### src/rtl/scs_pkg.sv
// package for the status contact selector: register map, codes, layouts
package scs_pkg;
   localparam int unsigned SCS_DATA_W = 32;
   localparam int unsigned SCS_FREQ_W = 16;
   localparam int unsigned SCS_NCH = 2;
   // register byte offsets
   localparam logic [7:0] SCS_OFF_SEL = 8'h00;
   localparam logic [7:0] SCS_OFF_LVL1 = 8'h04;
   localparam logic [7:0] SCS_OFF_LVL2 = 8'h08;
   localparam logic [7:0] SCS_OFF_WIDTH = 8'h0C;
   localparam logic [7:0] SCS_OFF_POINT = 8'h10;
   localparam logic [7:0] SCS_OFF_OTLVL = 8'h14;
   localparam logic [7:0] SCS_OFF_OTTIME = 8'h18;
   localparam logic [7:0] SCS_OFF_STAT = 8'h1C;
   localparam logic [7:0] SCS_OFF_IRQ_ST = 8'h20;
   localparam logic [7:0] SCS_OFF_IRQ_MASK = 8'h24;
   // field positions in the select register
   localparam int unsigned SCS_SEL0_LSB = 0;
   localparam int unsigned SCS_SEL1_LSB = 4;
   // reset values
   localparam logic [3:0] SCS_SEL_RST = 4'hF;
   localparam logic [SCS_FREQ_W-1:0] SCS_FREQ_RST = 16'h0000;
   localparam logic [SCS_FREQ_W-1:0] SCS_OTTIME_RST = 16'h0001;
   localparam logic [1:0] SCS_IRQ_RST = 2'h0;
   // setting codes
   localparam logic [3:0] SCS_CODE_RUN = 4'h0;
   localparam logic [3:0] SCS_CODE_ZERO = 4'h1;
   localparam logic [3:0] SCS_CODE_AGREE_REF = 4'h2;
   localparam logic [3:0] SCS_CODE_AGREE_PT = 4'h3;
   localparam logic [3:0] SCS_CODE_FDET1 = 4'h4;
   localparam logic [3:0] SCS_CODE_FDET2 = 4'h5;
   localparam logic [3:0] SCS_CODE_READY = 4'h6;
   localparam logic [3:0] SCS_CODE_UV = 4'h7;
   localparam logic [3:0] SCS_CODE_BLOCK = 4'h8;
   localparam logic [3:0] SCS_CODE_REF_OP = 4'h9;
   localparam logic [3:0] SCS_CODE_CMD_KEY = 4'hA;
   localparam logic [3:0] SCS_CODE_OVERTQ = 4'hB;
   localparam logic [3:0] SCS_CODE_REF_LOSS = 4'hC;
   localparam logic [3:0] SCS_CODE_UNUSED_D = 4'hD;
   localparam logic [3:0] SCS_CODE_FAULT = 4'hE;
   localparam logic [3:0] SCS_CODE_UNUSED_F = 4'hF;

   // internal drive conditions, sampled on pclk
   typedef struct packed {
      logic run_forward_cmd;
      logic run_reverse_cmd;
      logic output_active;
      logic ramping;
      logic drive_ready;
      logic undervoltage_flag;
      logic output_blocked;
      logic ref_from_operator;
      logic cmd_from_keypad;
      logic ref_lost;
      logic major_fault;
      logic operator_watchdog_fault;
      logic operator_link_fault;
   } scs_cond_s;

   typedef struct packed {
      logic [SCS_FREQ_W-1:0] out_freq;
      logic [SCS_FREQ_W-1:0] freq_ref;
      logic [SCS_FREQ_W-1:0] min_freq;
      logic [SCS_FREQ_W-1:0] torque;
   } scs_meas_s;

   // programmed settings handed to each contact selector
   typedef struct packed {
      logic [SCS_FREQ_W-1:0] freq_detect_level_one;
      logic [SCS_FREQ_W-1:0] freq_detect_level_two;
      logic [SCS_FREQ_W-1:0] agreed_freq_width;
      logic [SCS_FREQ_W-1:0] agreed_freq_point;
   } scs_cfg_s;
endpackage

### src/rtl/scs_status_contact.sv
// multi-function status contact selector with apb registers and interrupt
`timescale 1ns/1ps
module scs_status_contact
   import scs_pkg::*;
(
   // apb clock and reset
   input wire logic pclk,
   input wire logic presetn,
   // apb slave
   input wire logic psel,
   input wire logic penable,
   input wire logic pwrite,
   input wire logic [7:0] paddr,
   input wire logic [SCS_DATA_W-1:0] pwdata,
   input wire logic [3:0] pstrb,
   output logic [SCS_DATA_W-1:0] prdata,
   output logic pready,
   output logic pslverr,
   // drive conditions and measurements
   input wire scs_cond_s cond,
   input wire scs_meas_s meas,
   // contacts and interrupt
   output logic [SCS_NCH-1:0] contact_closed,
   output logic irq
);
   logic [3:0] sel_r [SCS_NCH];
   scs_cfg_s cfg_r;
   logic [SCS_FREQ_W-1:0] ot_level_r;
   logic [SCS_FREQ_W-1:0] ot_time_r;
   logic [SCS_FREQ_W-1:0] ot_cnt_r;
   logic overtorque_r;
   logic [SCS_NCH-1:0] closed_w;
   logic [SCS_NCH-1:0] closed_d_r;
   logic [SCS_NCH-1:0] irq_st_r;
   logic [SCS_NCH-1:0] irq_mask_r;
   logic [SCS_NCH-1:0] irq_set;
   logic [SCS_NCH-1:0] irq_clr;
   logic acc;
   logic wr;
   logic addr_ok;
   logic [SCS_DATA_W-1:0] rd_nxt;
   logic [SCS_DATA_W-1:0] wmask;

   // zero wait states: every access completes in its first access cycle
   assign acc = psel & penable;
   assign wr = acc & pwrite;

   always_comb begin
      for (int i = 0; i < 4; i++) begin
         wmask[i*8 +: 8] = {8{pstrb[i]}};
      end
   end

   always_comb begin
      addr_ok = 1'b1;
      rd_nxt = '0;
      case (paddr)
         SCS_OFF_SEL: begin
            rd_nxt[SCS_SEL0_LSB +: 4] = sel_r[0];
            rd_nxt[SCS_SEL1_LSB +: 4] = sel_r[1];
         end
         SCS_OFF_LVL1: rd_nxt[SCS_FREQ_W-1:0] = cfg_r.freq_detect_level_one;
         SCS_OFF_LVL2: rd_nxt[SCS_FREQ_W-1:0] = cfg_r.freq_detect_level_two;
         SCS_OFF_WIDTH: rd_nxt[SCS_FREQ_W-1:0] = cfg_r.agreed_freq_width;
         SCS_OFF_POINT: rd_nxt[SCS_FREQ_W-1:0] = cfg_r.agreed_freq_point;
         SCS_OFF_OTLVL: rd_nxt[SCS_FREQ_W-1:0] = ot_level_r;
         SCS_OFF_OTTIME: rd_nxt[SCS_FREQ_W-1:0] = ot_time_r;
         SCS_OFF_STAT: begin
            rd_nxt[SCS_NCH-1:0] = closed_d_r;
            rd_nxt[SCS_NCH] = overtorque_r;
         end
         SCS_OFF_IRQ_ST: rd_nxt[SCS_NCH-1:0] = irq_st_r;
         SCS_OFF_IRQ_MASK: rd_nxt[SCS_NCH-1:0] = irq_mask_r;
         default: addr_ok = 1'b0;
      endcase
   end

   // bus answer registers
   always_ff @(posedge pclk or negedge presetn) begin
      if (!presetn) begin
         prdata <= '0;
         pready <= 1'b0;
         pslverr <= 1'b0;
      end else begin
         pready <= psel & ~penable;
         pslverr <= psel & ~penable & ~addr_ok;
         if (psel && !penable && !pwrite) begin
            prdata <= rd_nxt;
         end
      end
   end

   // setting codes; software writes F to parked contacts
   always_ff @(posedge pclk or negedge presetn) begin
      if (!presetn) begin
         for (int i = 0; i < SCS_NCH; i++) begin
            sel_r[i] <= SCS_SEL_RST;
         end
      end else if (wr && pready && paddr == SCS_OFF_SEL && pstrb[0]) begin
         sel_r[0] <= pwdata[SCS_SEL0_LSB +: 4];
         sel_r[1] <= pwdata[SCS_SEL1_LSB +: 4];
      end
   end

   // frequency and torque settings
   always_ff @(posedge pclk or negedge presetn) begin
      if (!presetn) begin
         cfg_r <= '{default: SCS_FREQ_RST};
         ot_level_r <= SCS_FREQ_RST;
         ot_time_r <= SCS_OTTIME_RST;
      end else if (wr && pready) begin
         case (paddr)
            SCS_OFF_LVL1: cfg_r.freq_detect_level_one <=
               (cfg_r.freq_detect_level_one & ~wmask[15:0]) | (pwdata[15:0] & wmask[15:0]);
            SCS_OFF_LVL2: cfg_r.freq_detect_level_two <=
               (cfg_r.freq_detect_level_two & ~wmask[15:0]) | (pwdata[15:0] & wmask[15:0]);
            SCS_OFF_WIDTH: cfg_r.agreed_freq_width <=
               (cfg_r.agreed_freq_width & ~wmask[15:0]) | (pwdata[15:0] & wmask[15:0]);
            SCS_OFF_POINT: cfg_r.agreed_freq_point <=
               (cfg_r.agreed_freq_point & ~wmask[15:0]) | (pwdata[15:0] & wmask[15:0]);
            SCS_OFF_OTLVL: ot_level_r <=
               (ot_level_r & ~wmask[15:0]) | (pwdata[15:0] & wmask[15:0]);
            SCS_OFF_OTTIME: ot_time_r <=
               (ot_time_r & ~wmask[15:0]) | (pwdata[15:0] & wmask[15:0]);
            default: begin
            end
         endcase
      end
   end

   // overtorque: torque above level for ot_time + 1 consecutive cycles
   always_ff @(posedge pclk or negedge presetn) begin
      if (!presetn) begin
         ot_cnt_r <= '0;
         overtorque_r <= 1'b0;
      end else if (meas.torque > ot_level_r) begin
         if (ot_cnt_r >= ot_time_r) begin
            overtorque_r <= 1'b1;
         end else begin
            ot_cnt_r <= ot_cnt_r + 16'h0001;
         end
      end else begin
         ot_cnt_r <= '0;
         overtorque_r <= 1'b0;
      end
   end

   genvar g;
   generate
      for (g = 0; g < SCS_NCH; g++) begin : g_ch
         scs_contact_sel u_sel (
            .pclk(pclk),
            .presetn(presetn),
            .code(sel_r[g]),
            .cond(cond),
            .meas(meas),
            .cfg(cfg_r),
            .overtorque(overtorque_r),
            .closed_r(closed_w[g])
         );
      end
   endgenerate

   assign contact_closed = closed_w;

   // interrupt: any contact change is an event; set beats clear
   always_ff @(posedge pclk or negedge presetn) begin
      if (!presetn) begin
         closed_d_r <= '0;
      end else begin
         closed_d_r <= closed_w;
      end
   end

   assign irq_set = closed_w ^ closed_d_r;
   assign irq_clr = (wr && pready && paddr == SCS_OFF_IRQ_ST && pstrb[0]) ?
                    pwdata[SCS_NCH-1:0] : '0;

   always_ff @(posedge pclk or negedge presetn) begin
      if (!presetn) begin
         irq_st_r <= SCS_IRQ_RST;
         irq_mask_r <= SCS_IRQ_RST;
      end else begin
         irq_st_r <= (irq_st_r & ~irq_clr) | irq_set;
         if (wr && pready && paddr == SCS_OFF_IRQ_MASK && pstrb[0]) begin
            irq_mask_r <= pwdata[SCS_NCH-1:0];
         end
      end
   end

   always_ff @(posedge pclk or negedge presetn) begin
      if (!presetn) begin
         irq <= 1'b0;
      end else begin
         irq <= |((irq_st_r & ~irq_clr | irq_set) & irq_mask_r);
      end
   end
endmodule

### src/rtl/scs_contact_sel.sv
// one multi-function contact: code decode and registered contact
`timescale 1ns/1ps
module scs_contact_sel
   import scs_pkg::*;
(
   // clock and reset
   input wire logic pclk,
   input wire logic presetn,
   // selection and conditions
   input wire logic [3:0] code,
   input wire scs_cond_s cond,
   input wire scs_meas_s meas,
   input wire scs_cfg_s cfg,
   input wire logic overtorque,
   // contact
   output logic closed_r
);
   logic closed_nxt;
   logic [SCS_FREQ_W:0] ref_lo;
   logic [SCS_FREQ_W:0] ref_hi;
   logic [SCS_FREQ_W:0] pt_lo;
   logic [SCS_FREQ_W:0] pt_hi;
   logic [SCS_FREQ_W:0] fo;

   // one extra bit so the upper window edges do not wrap; the lower edges clamp at zero
   always_comb begin
      fo = {1'b0, meas.out_freq};
      ref_hi = {1'b0, meas.freq_ref} + {1'b0, cfg.agreed_freq_width};
      pt_hi = {1'b0, cfg.agreed_freq_point} + {1'b0, cfg.agreed_freq_width};
      if (meas.freq_ref > cfg.agreed_freq_width) begin
         ref_lo = {1'b0, meas.freq_ref - cfg.agreed_freq_width};
      end else begin
         ref_lo = '0;
      end
      if (cfg.agreed_freq_point > cfg.agreed_freq_width) begin
         pt_lo = {1'b0, cfg.agreed_freq_point - cfg.agreed_freq_width};
      end else begin
         pt_lo = '0;
      end
   end

   always_comb begin
      case (code)
         SCS_CODE_RUN: begin
            closed_nxt = cond.run_forward_cmd | cond.run_reverse_cmd
                         | cond.output_active;
         end
         SCS_CODE_ZERO: begin
            closed_nxt = meas.out_freq < meas.min_freq;
         end
         SCS_CODE_AGREE_REF: begin
            closed_nxt = (fo >= ref_lo) && (fo <= ref_hi);
         end
         SCS_CODE_AGREE_PT: begin
            closed_nxt = !cond.ramping && (fo >= pt_lo) && (fo <= pt_hi);
         end
         SCS_CODE_FDET1: begin
            closed_nxt = meas.out_freq <= cfg.freq_detect_level_one;
         end
         SCS_CODE_FDET2: begin
            closed_nxt = meas.out_freq >= cfg.freq_detect_level_two;
         end
         SCS_CODE_READY: begin
            closed_nxt = cond.drive_ready;
         end
         SCS_CODE_UV: begin
            closed_nxt = cond.undervoltage_flag;
         end
         SCS_CODE_BLOCK: begin
            closed_nxt = cond.output_blocked;
         end
         SCS_CODE_REF_OP: begin
            closed_nxt = cond.ref_from_operator;
         end
         SCS_CODE_CMD_KEY: begin
            closed_nxt = cond.cmd_from_keypad;
         end
         SCS_CODE_OVERTQ: begin
            closed_nxt = overtorque;
         end
         SCS_CODE_REF_LOSS: begin
            closed_nxt = cond.ref_lost;
         end
         SCS_CODE_FAULT: begin
            // the drive cannot steer the contact through these two faults
            closed_nxt = cond.major_fault & ~cond.operator_watchdog_fault
                         & ~cond.operator_link_fault;
         end
         SCS_CODE_UNUSED_D: begin
            closed_nxt = 1'b0;
         end
         default: begin
            closed_nxt = 1'b0;
         end
      endcase
   end

   always_ff @(posedge pclk or negedge presetn) begin
      if (!presetn) begin
         closed_r <= 1'b0;
      end else begin
         closed_r <= closed_nxt;
      end
   end
endmodule

### config.mk
export PLATFORM = sky130hd
export DESIGN_NAME = scs_status_contact
export DESIGN_NICKNAME = d
export VERILOG_FILES = /design/src/rtl/scs_pkg.sv /design/src/rtl/scs_status_contact.sv /design/src/rtl/scs_contact_sel.sv
export SDC_FILE = /design/constraint.sdc
export NUM_CORES = 1
export LEC_CHECK = 0
export BUFFER_PORTS_ARGS = -buffer_cell sky130_fd_sc_hd__buf_2
export CAP_MARGIN = 0
export CORE_ASPECT_RATIO = 1.5
export CORE_MARGIN = 2
export CORE_UTILIZATION = 61
export CTS_CLUSTER_DIAMETER = 120
export CTS_CLUSTER_SIZE = 10
export DETAILED_ROUTE_END_ITERATION = 10
export PLACE_DENSITY = 0.83
export RECOVER_POWER = 25
export SETUP_SLACK_MARGIN = 0.5
export SKIP_CTS_REPAIR_TIMING = 1
export SYNTH_ARGS = -nofsm -noshare
export SYNTH_HDL_FRONTEND = slang
export SYNTH_HIERARCHICAL = 1
export SYNTH_SLANG_ARGS = --single-unit
### constraint.sdc
create_clock -name pclk -period 6.1 [get_ports pclk]
set_input_delay 0.915 -clock pclk [delete_from_list [all_inputs] [get_ports pclk]]
set_output_delay 0.915 -clock pclk [all_outputs]
set_load 0.05 [all_outputs]
Word-level counts from Yosys, hierarchy flattened
Cells that the tools add are included.
{"block": "totals", "mem_bits_rw": 0, "latchBits": 0, "regBits": 148, "rom_bits": 0, "n_memories": 0, "inputBits": 126}
{"block": "op_classes", "multipliers": 0, "muxes": 14, "n_reduce_logical": 26, "n_bitwise": 31, "eq_ne": 37, "order_cmp": 11, "shifts": 0, "div": 0, "n_addsub": 5}
{"op": "$and 16x16->16", "count": 7}
{"op": "$or 16x16->16", "count": 6}
{"op": "$mux 16", "count": 4}
{"op": "$eq 4x4->1 const B", "count": 12}
{"op": "$ge 16x16->1", "count": 3}
{"op": "$gt 16x16->1", "count": 3}
{"op": "$pmux 8 s6", "count": 1}
{"op": "$pmux 5 s7", "count": 1}
{"op": "$add 16x16->17", "count": 2}
{"op": "$le 16x17->1", "count": 2}
{"op": "$eq 4x3->1 const B", "count": 8}
{"op": "$eq 8x5->1 const B", "count": 4}
{"op": "$sub 16x16->16", "count": 2}
{"op": "$pmux 1 s14", "count": 2}
{"op": "$pmux 2 s10", "count": 1}
{"op": "$ge 16x17->1", "count": 1}
{"op": "$add 16x1->16 const B", "count": 1}
{"op": "$eq 4x2->1 const B", "count": 4}
{"op": "$eq 8x4->1 const B", "count": 2}
{"op": "$eq 8x6->1 const B", "count": 2}
{"op": "$le 16x16->1", "count": 1}
{"op": "$lt 16x16->1", "count": 1}
{"op": "$not 16->16", "count": 1}
{"op": "$logic_and 1x1->1", "count": 12}
{"op": "20 further kinds", "count": 41}

Logic depth before layout (Yosys ltp)
{"block": "logic_depth", "ltp_word": 11, "ltp_mapped": 21, "ltp_nobuf": 20}

Modules after synthesis
Netlist, hierarchy kept.
{"module": "scs_status_contact", "instances": 1, "cells_each": 653, "seq_area_each_um2": 3664.8, "area_per_inst_um2": 7569.8}
{"module": "scs_contact_sel (g_ch[1].u_sel)", "instances": 1, "cells_each": 805, "seq_area_each_um2": 25.0, "area_per_inst_um2": 5863.1}
{"module": "scs_contact_sel (g_ch[0].u_sel)", "instances": 1, "cells_each": 781, "seq_area_each_um2": 25.0, "area_per_inst_um2": 5728.0}

Worst setup path before layout
No wires, ideal clock.
{"block": "synth_timing", "path_type": "in2reg", "from": "input meas[36] (netlist name)", "to": "register g_ch[0].u_sel.closed_r", "setup_ns": 0.138, "arrival_ns": 4.497, "slack_ns": 1.464, "stages": 19, "cell_sequence": "ha_1 > clkbuf_1 > nand3_1 > o2111ai_1 > a21oi_1 > o21bai_1 > a211oi_1 > a21oi_1 > clkbuf_1 > nand2_1 > ha_1 > and3_1 > a211oi_1 > o21ai_1 > a31oi_1 > o31ai_1 > a31oi_1 > nor3_1 > or4_1"}
{"block": "synth_between", "elab_chain_len": 5, "word_cells_on_any_way": 8, "cone_classes": "2 x add/sub; 3 x order compare; 2 x mux; 1 x reduce/logical"}
{"item": "start, declared", "line_no": "scs_status_contact.sv:21", "text": "input wire scs_meas_s meas,"}
{"item": "$sub 16x16->16 / $gt 16x16->1 (equally long branches)", "line_no": "scs_contact_sel.sv:31, scs_contact_sel.sv:30"}
{"item": "$mux 16", "line_no": "scs_contact_sel.sv:30", "text": "if (meas.freq_ref > cfg.agreed_freq_width) begin"}
{"item": "$ge 16x17->1", "line_no": "scs_contact_sel.sv:52", "text": "closed_nxt = (fo >= ref_lo) && (fo <= ref_hi);"}
{"item": "$logic_and 1x1->1 (*)", "line_no": "scs_contact_sel.sv:52"}
{"item": "$pmux 1 s14 (*)", "line_no": "scs_contact_sel.sv:43", "text": "case (code)"}
{"item": "named net g_ch[0].u_sel.closed_nxt", "line_no": "scs_contact_sel.sv:18", "text": "logic closed_nxt;"}
{"item": "end signal, assigned", "line_no": "scs_contact_sel.sv:102", "text": "closed_r <= closed_nxt;"}
{"item": "end, declared", "line_no": "scs_contact_sel.sv:16", "text": "output logic closed_r"}
Mark *: on every way through the listed nets, which the timed path passes. The rest lies on a longest branch.
A chain may end at the register's enable or synchronous reset.

Worst setup path after layout
{"block": "layout_timing", "from": "input meas[32] (netlist name)", "to": "register g_ch[0].u_sel.closed_r"}
Same word-level chain as after synthesis.

==> impl_metrics.tcl <==
set metrics [dict create \
    layout_min_cycle_time_ns 5.286 \
    die_h_um 221.1 \
    cts_tree "done" \
    synth_edf_count 0 \
    core-area_um2 30940 \
    clkTransAtPathRegs_ns 0.06 \
    power.leakage_nw 9.652 \
    grt_setup_unrepaired "no" \
    layout-drive-gt1-share_pct 14.69 \
    synthMuxAreaShare_pct 7.412 \
    clock.fmax_ghz 0.1892 \
    synth_area_leaders "ha_1 25%, dfrtp_1 18%, mux2_2 6.8%" \
    critical_path_class "input pin to register" \
    synthAdderAreaFrac_pct 25.85 \
    fillers 2548 \
    cts_root_buffer "clkbuf_16" \
    synthSimpleGateAreaFrac_pct 16.06 \
    pre_cts_ws_ns 0.4570 \
    wl_per_cell_um 21.88 \
    cts-buffers-inserted 17 \
    synth-compound-area-share_pct 19.67 \
    timing.slew.headroom_pct -168.2 \
    finalSetupViolations 0 \
    grt_pass1_vias 18560 \
    status "finished with violations" \
    fin_ws_ns 0.8141 \
    synth_top_family_by_area "adder cells" \
    synth_cell_type_count 102 \
    avgViaCountPerCell 6.482 \
    row_count 79 \
    ant_nets 0 \
    grt_use_total_pct 36.58 \
    htree_levels 4 \
    netlist_area_um2 19160 \
    synth_top_area_cell "ha_1" \
    gp_congestion 0.9939 \
    violations "capacitance limit, slew limit" \
    seq_area_frac_synth_pct 19.39 \
    dpl_cell_area_um2 20030 \
    max_stage_delay_ns 0.53 \
    hp-class "register to register" \
    clk_latency_ns 0.44 \
    synth_most_common_cell "ha_1" \
    finalCritPeriodShare_pct 86.65 \
    die_area_um2 32870 \
    crit_path_cell_trace "buf_2, inv_1, ha_1, inv_1, fa_1, a21oi_1, o2111ai_1, a21oi_1, o21bai_1, a211oi_1, a21oi_1, nand2_1, ha_1, and3_1, a211oi_1, o21ai_1, a31oi_1, o31ai_1, a31oi_1, nor3_1, or4_1" \
    tightest_slew_ns 4.023 \
    grt_overflow 0 \
    drt_iter0_drc 1198 \
    grt_start_max_net_pins 76 \
    startpoint_type "input pin" \
    nets 2852 \
    yosysWarnings 6 \
    ys_async_sr_fraction_pct 100.0 \
    cpMaxStageDelayCell "a211oi_1" \
    num_vias 17850 \
    drt-total-wl_um 60250 \
    synth_top_area_share_pct 25.01 \
    critPathRequiredTime_ns 6.40 \
    maxSlewViolCount 106 \
    syn_avg_cell_area_um2 8.558 \
    cts_max_path_buffers 2 \
    dp_hpwl_um 48490 \
    skew_ns 0.007907 \
    cts.sinks 148 \
    fin_area_um2 20680 \
    worst_setup_path_end_kind "register" \
    hold_viol 0 \
    vdd.ir_drop.worst_v 0.0002574 \
    start_util_pct 61.93 \
    die_w_um 148.7 \
    path_common_cell "a21oi_1" \
    synth_xor_area_share_pct 4.617 \
    cp.arrival_ns 5.59 \
    io_pins 163 \
    antenna_found_initial 0 \
    critPathMaxFanout 8 \
    area_growth_pct 7.908 \
    synthCells 2239 \
    ys_seq_elements 148 \
    route.detailed.drc 0 \
    portBuffers 128 \
    drt_pass1_iterations 6 \
    antenna_cells 0 \
    yosys-top-cells-count "383 x ha_1, 222 x inv_1, 158 x a21oi_1" \
    synth-main-ff-cell "dfrtp_1" \
    p_per_area_nw_per_um2 140.3 \
    grt_pass1_wl_um 94030 \
    cap_viol_max_count 2 \
    tns_ns 0 \
]
==> critical path, delay by kind of cell <==
family / cells / cell delay (ns)
AND/OR/NAND/NOR: 4 / 0.94
adder cells (fa/ha/maj): 3 / 0.82
AO/OA/AOI/OAI: 11 / 2.68
buffers and inverters: 3 / 0.23
==> metal layers <==
metal,GRT usage [%],up-vias,share of wire [%]
li1,-,8281,-
met1,36.30,8484,34
met2,65.70,761,50
met3,4.660,320,5.3
met4,32.35,0,10
met5,0,-,0
==> final timing paths <==
check                          start                endpoint  slack (ns)  depth (start not counted)
max reg2reg                 register  g_ch[0].u_sel/closed_r        0.83                         18
min in group asynchronous    presetn             ot_cnt_r[5]        1.88                          1
max                         meas[32]  g_ch[0].u_sel/closed_r        0.81                         21
min                        prdata[4]               prdata[4]        0.49                          2
min reg2reg                prdata[4]               prdata[4]        0.49                          2
max in group asynchronous    presetn               async pin        1.64                          2
==> layout by cell type, fill, tap and decap left out, types with 26 or more instances in the layout <==
cell type  Yosys  layout
a21oi_1      158     158
o21ai_0       74      74
nand3_1       51      51
dfrtp_1      139     139
ha_1         383     383
nand2b_1      33      33
nand2_1      156     156
nand4_1       42      42
xnor2_1       75      75
nor2b_1       33      33
a22oi_1       28      28
buf_2         24     123
nor2_1       154     154
a21o_1        51      51
xor2_1        26      26
inv_1        222     222
mux2_2       115     115
nor3_1        42      42
==> kinds of logic after synthesis <==
kind of cell,Yosys count
flip-flops,148
adder cells (fa/ha/maj),391
buffers and inverters,312
multiplexers,125
other,1
AND/OR/NAND/NOR,613
AO/OA/AOI/OAI,548
XOR/XNOR,101
==> layout make-up <==
| class | instances | area [µm²] | share of cell area [%] |
|---|---|---|---|
| repair buffers | 147 | 777.0 | 3.758 |
| clock buffers | 17 | 425.4 | 2.057 |
| flip-flops and latches | 148 | 3715 | 17.97 |
| inverters | 227 | 852.1 | 4.121 |
| well taps | 405 | 506.7 | 2.451 |
| multi-input cells | 1794 | 14170 | 68.54 |
| clock inverters | 15 | 229.0 | 1.107 |
==> stage by stage <==
stage               total power, W  util (%)  instances  hold slack (ns)
floorplan                 0.001483         -       2254           0.4706
global placement          0.001705     64.76       2721           0.4658
detailed placement        0.001733     64.76       2721           0.4653
CTS                       0.002896     66.87       2753           0.4984
global route              0.003016     66.83       2753           0.5301
finish                    0.002902     66.83       2753           0.4928
==> power breakdown <==
group	leakage [nW]	switching [W]	internal [W]	total [W]
logic	7.35	0.000460	0.000258	0.000718
registers	1.98	0.0000144	0.000996	0.00101
clock network	0.318	0.000443	0.000730	0.00117
total	9.65	0.000918	0.00198	0.00290
(Power assumes the default switching activity.)
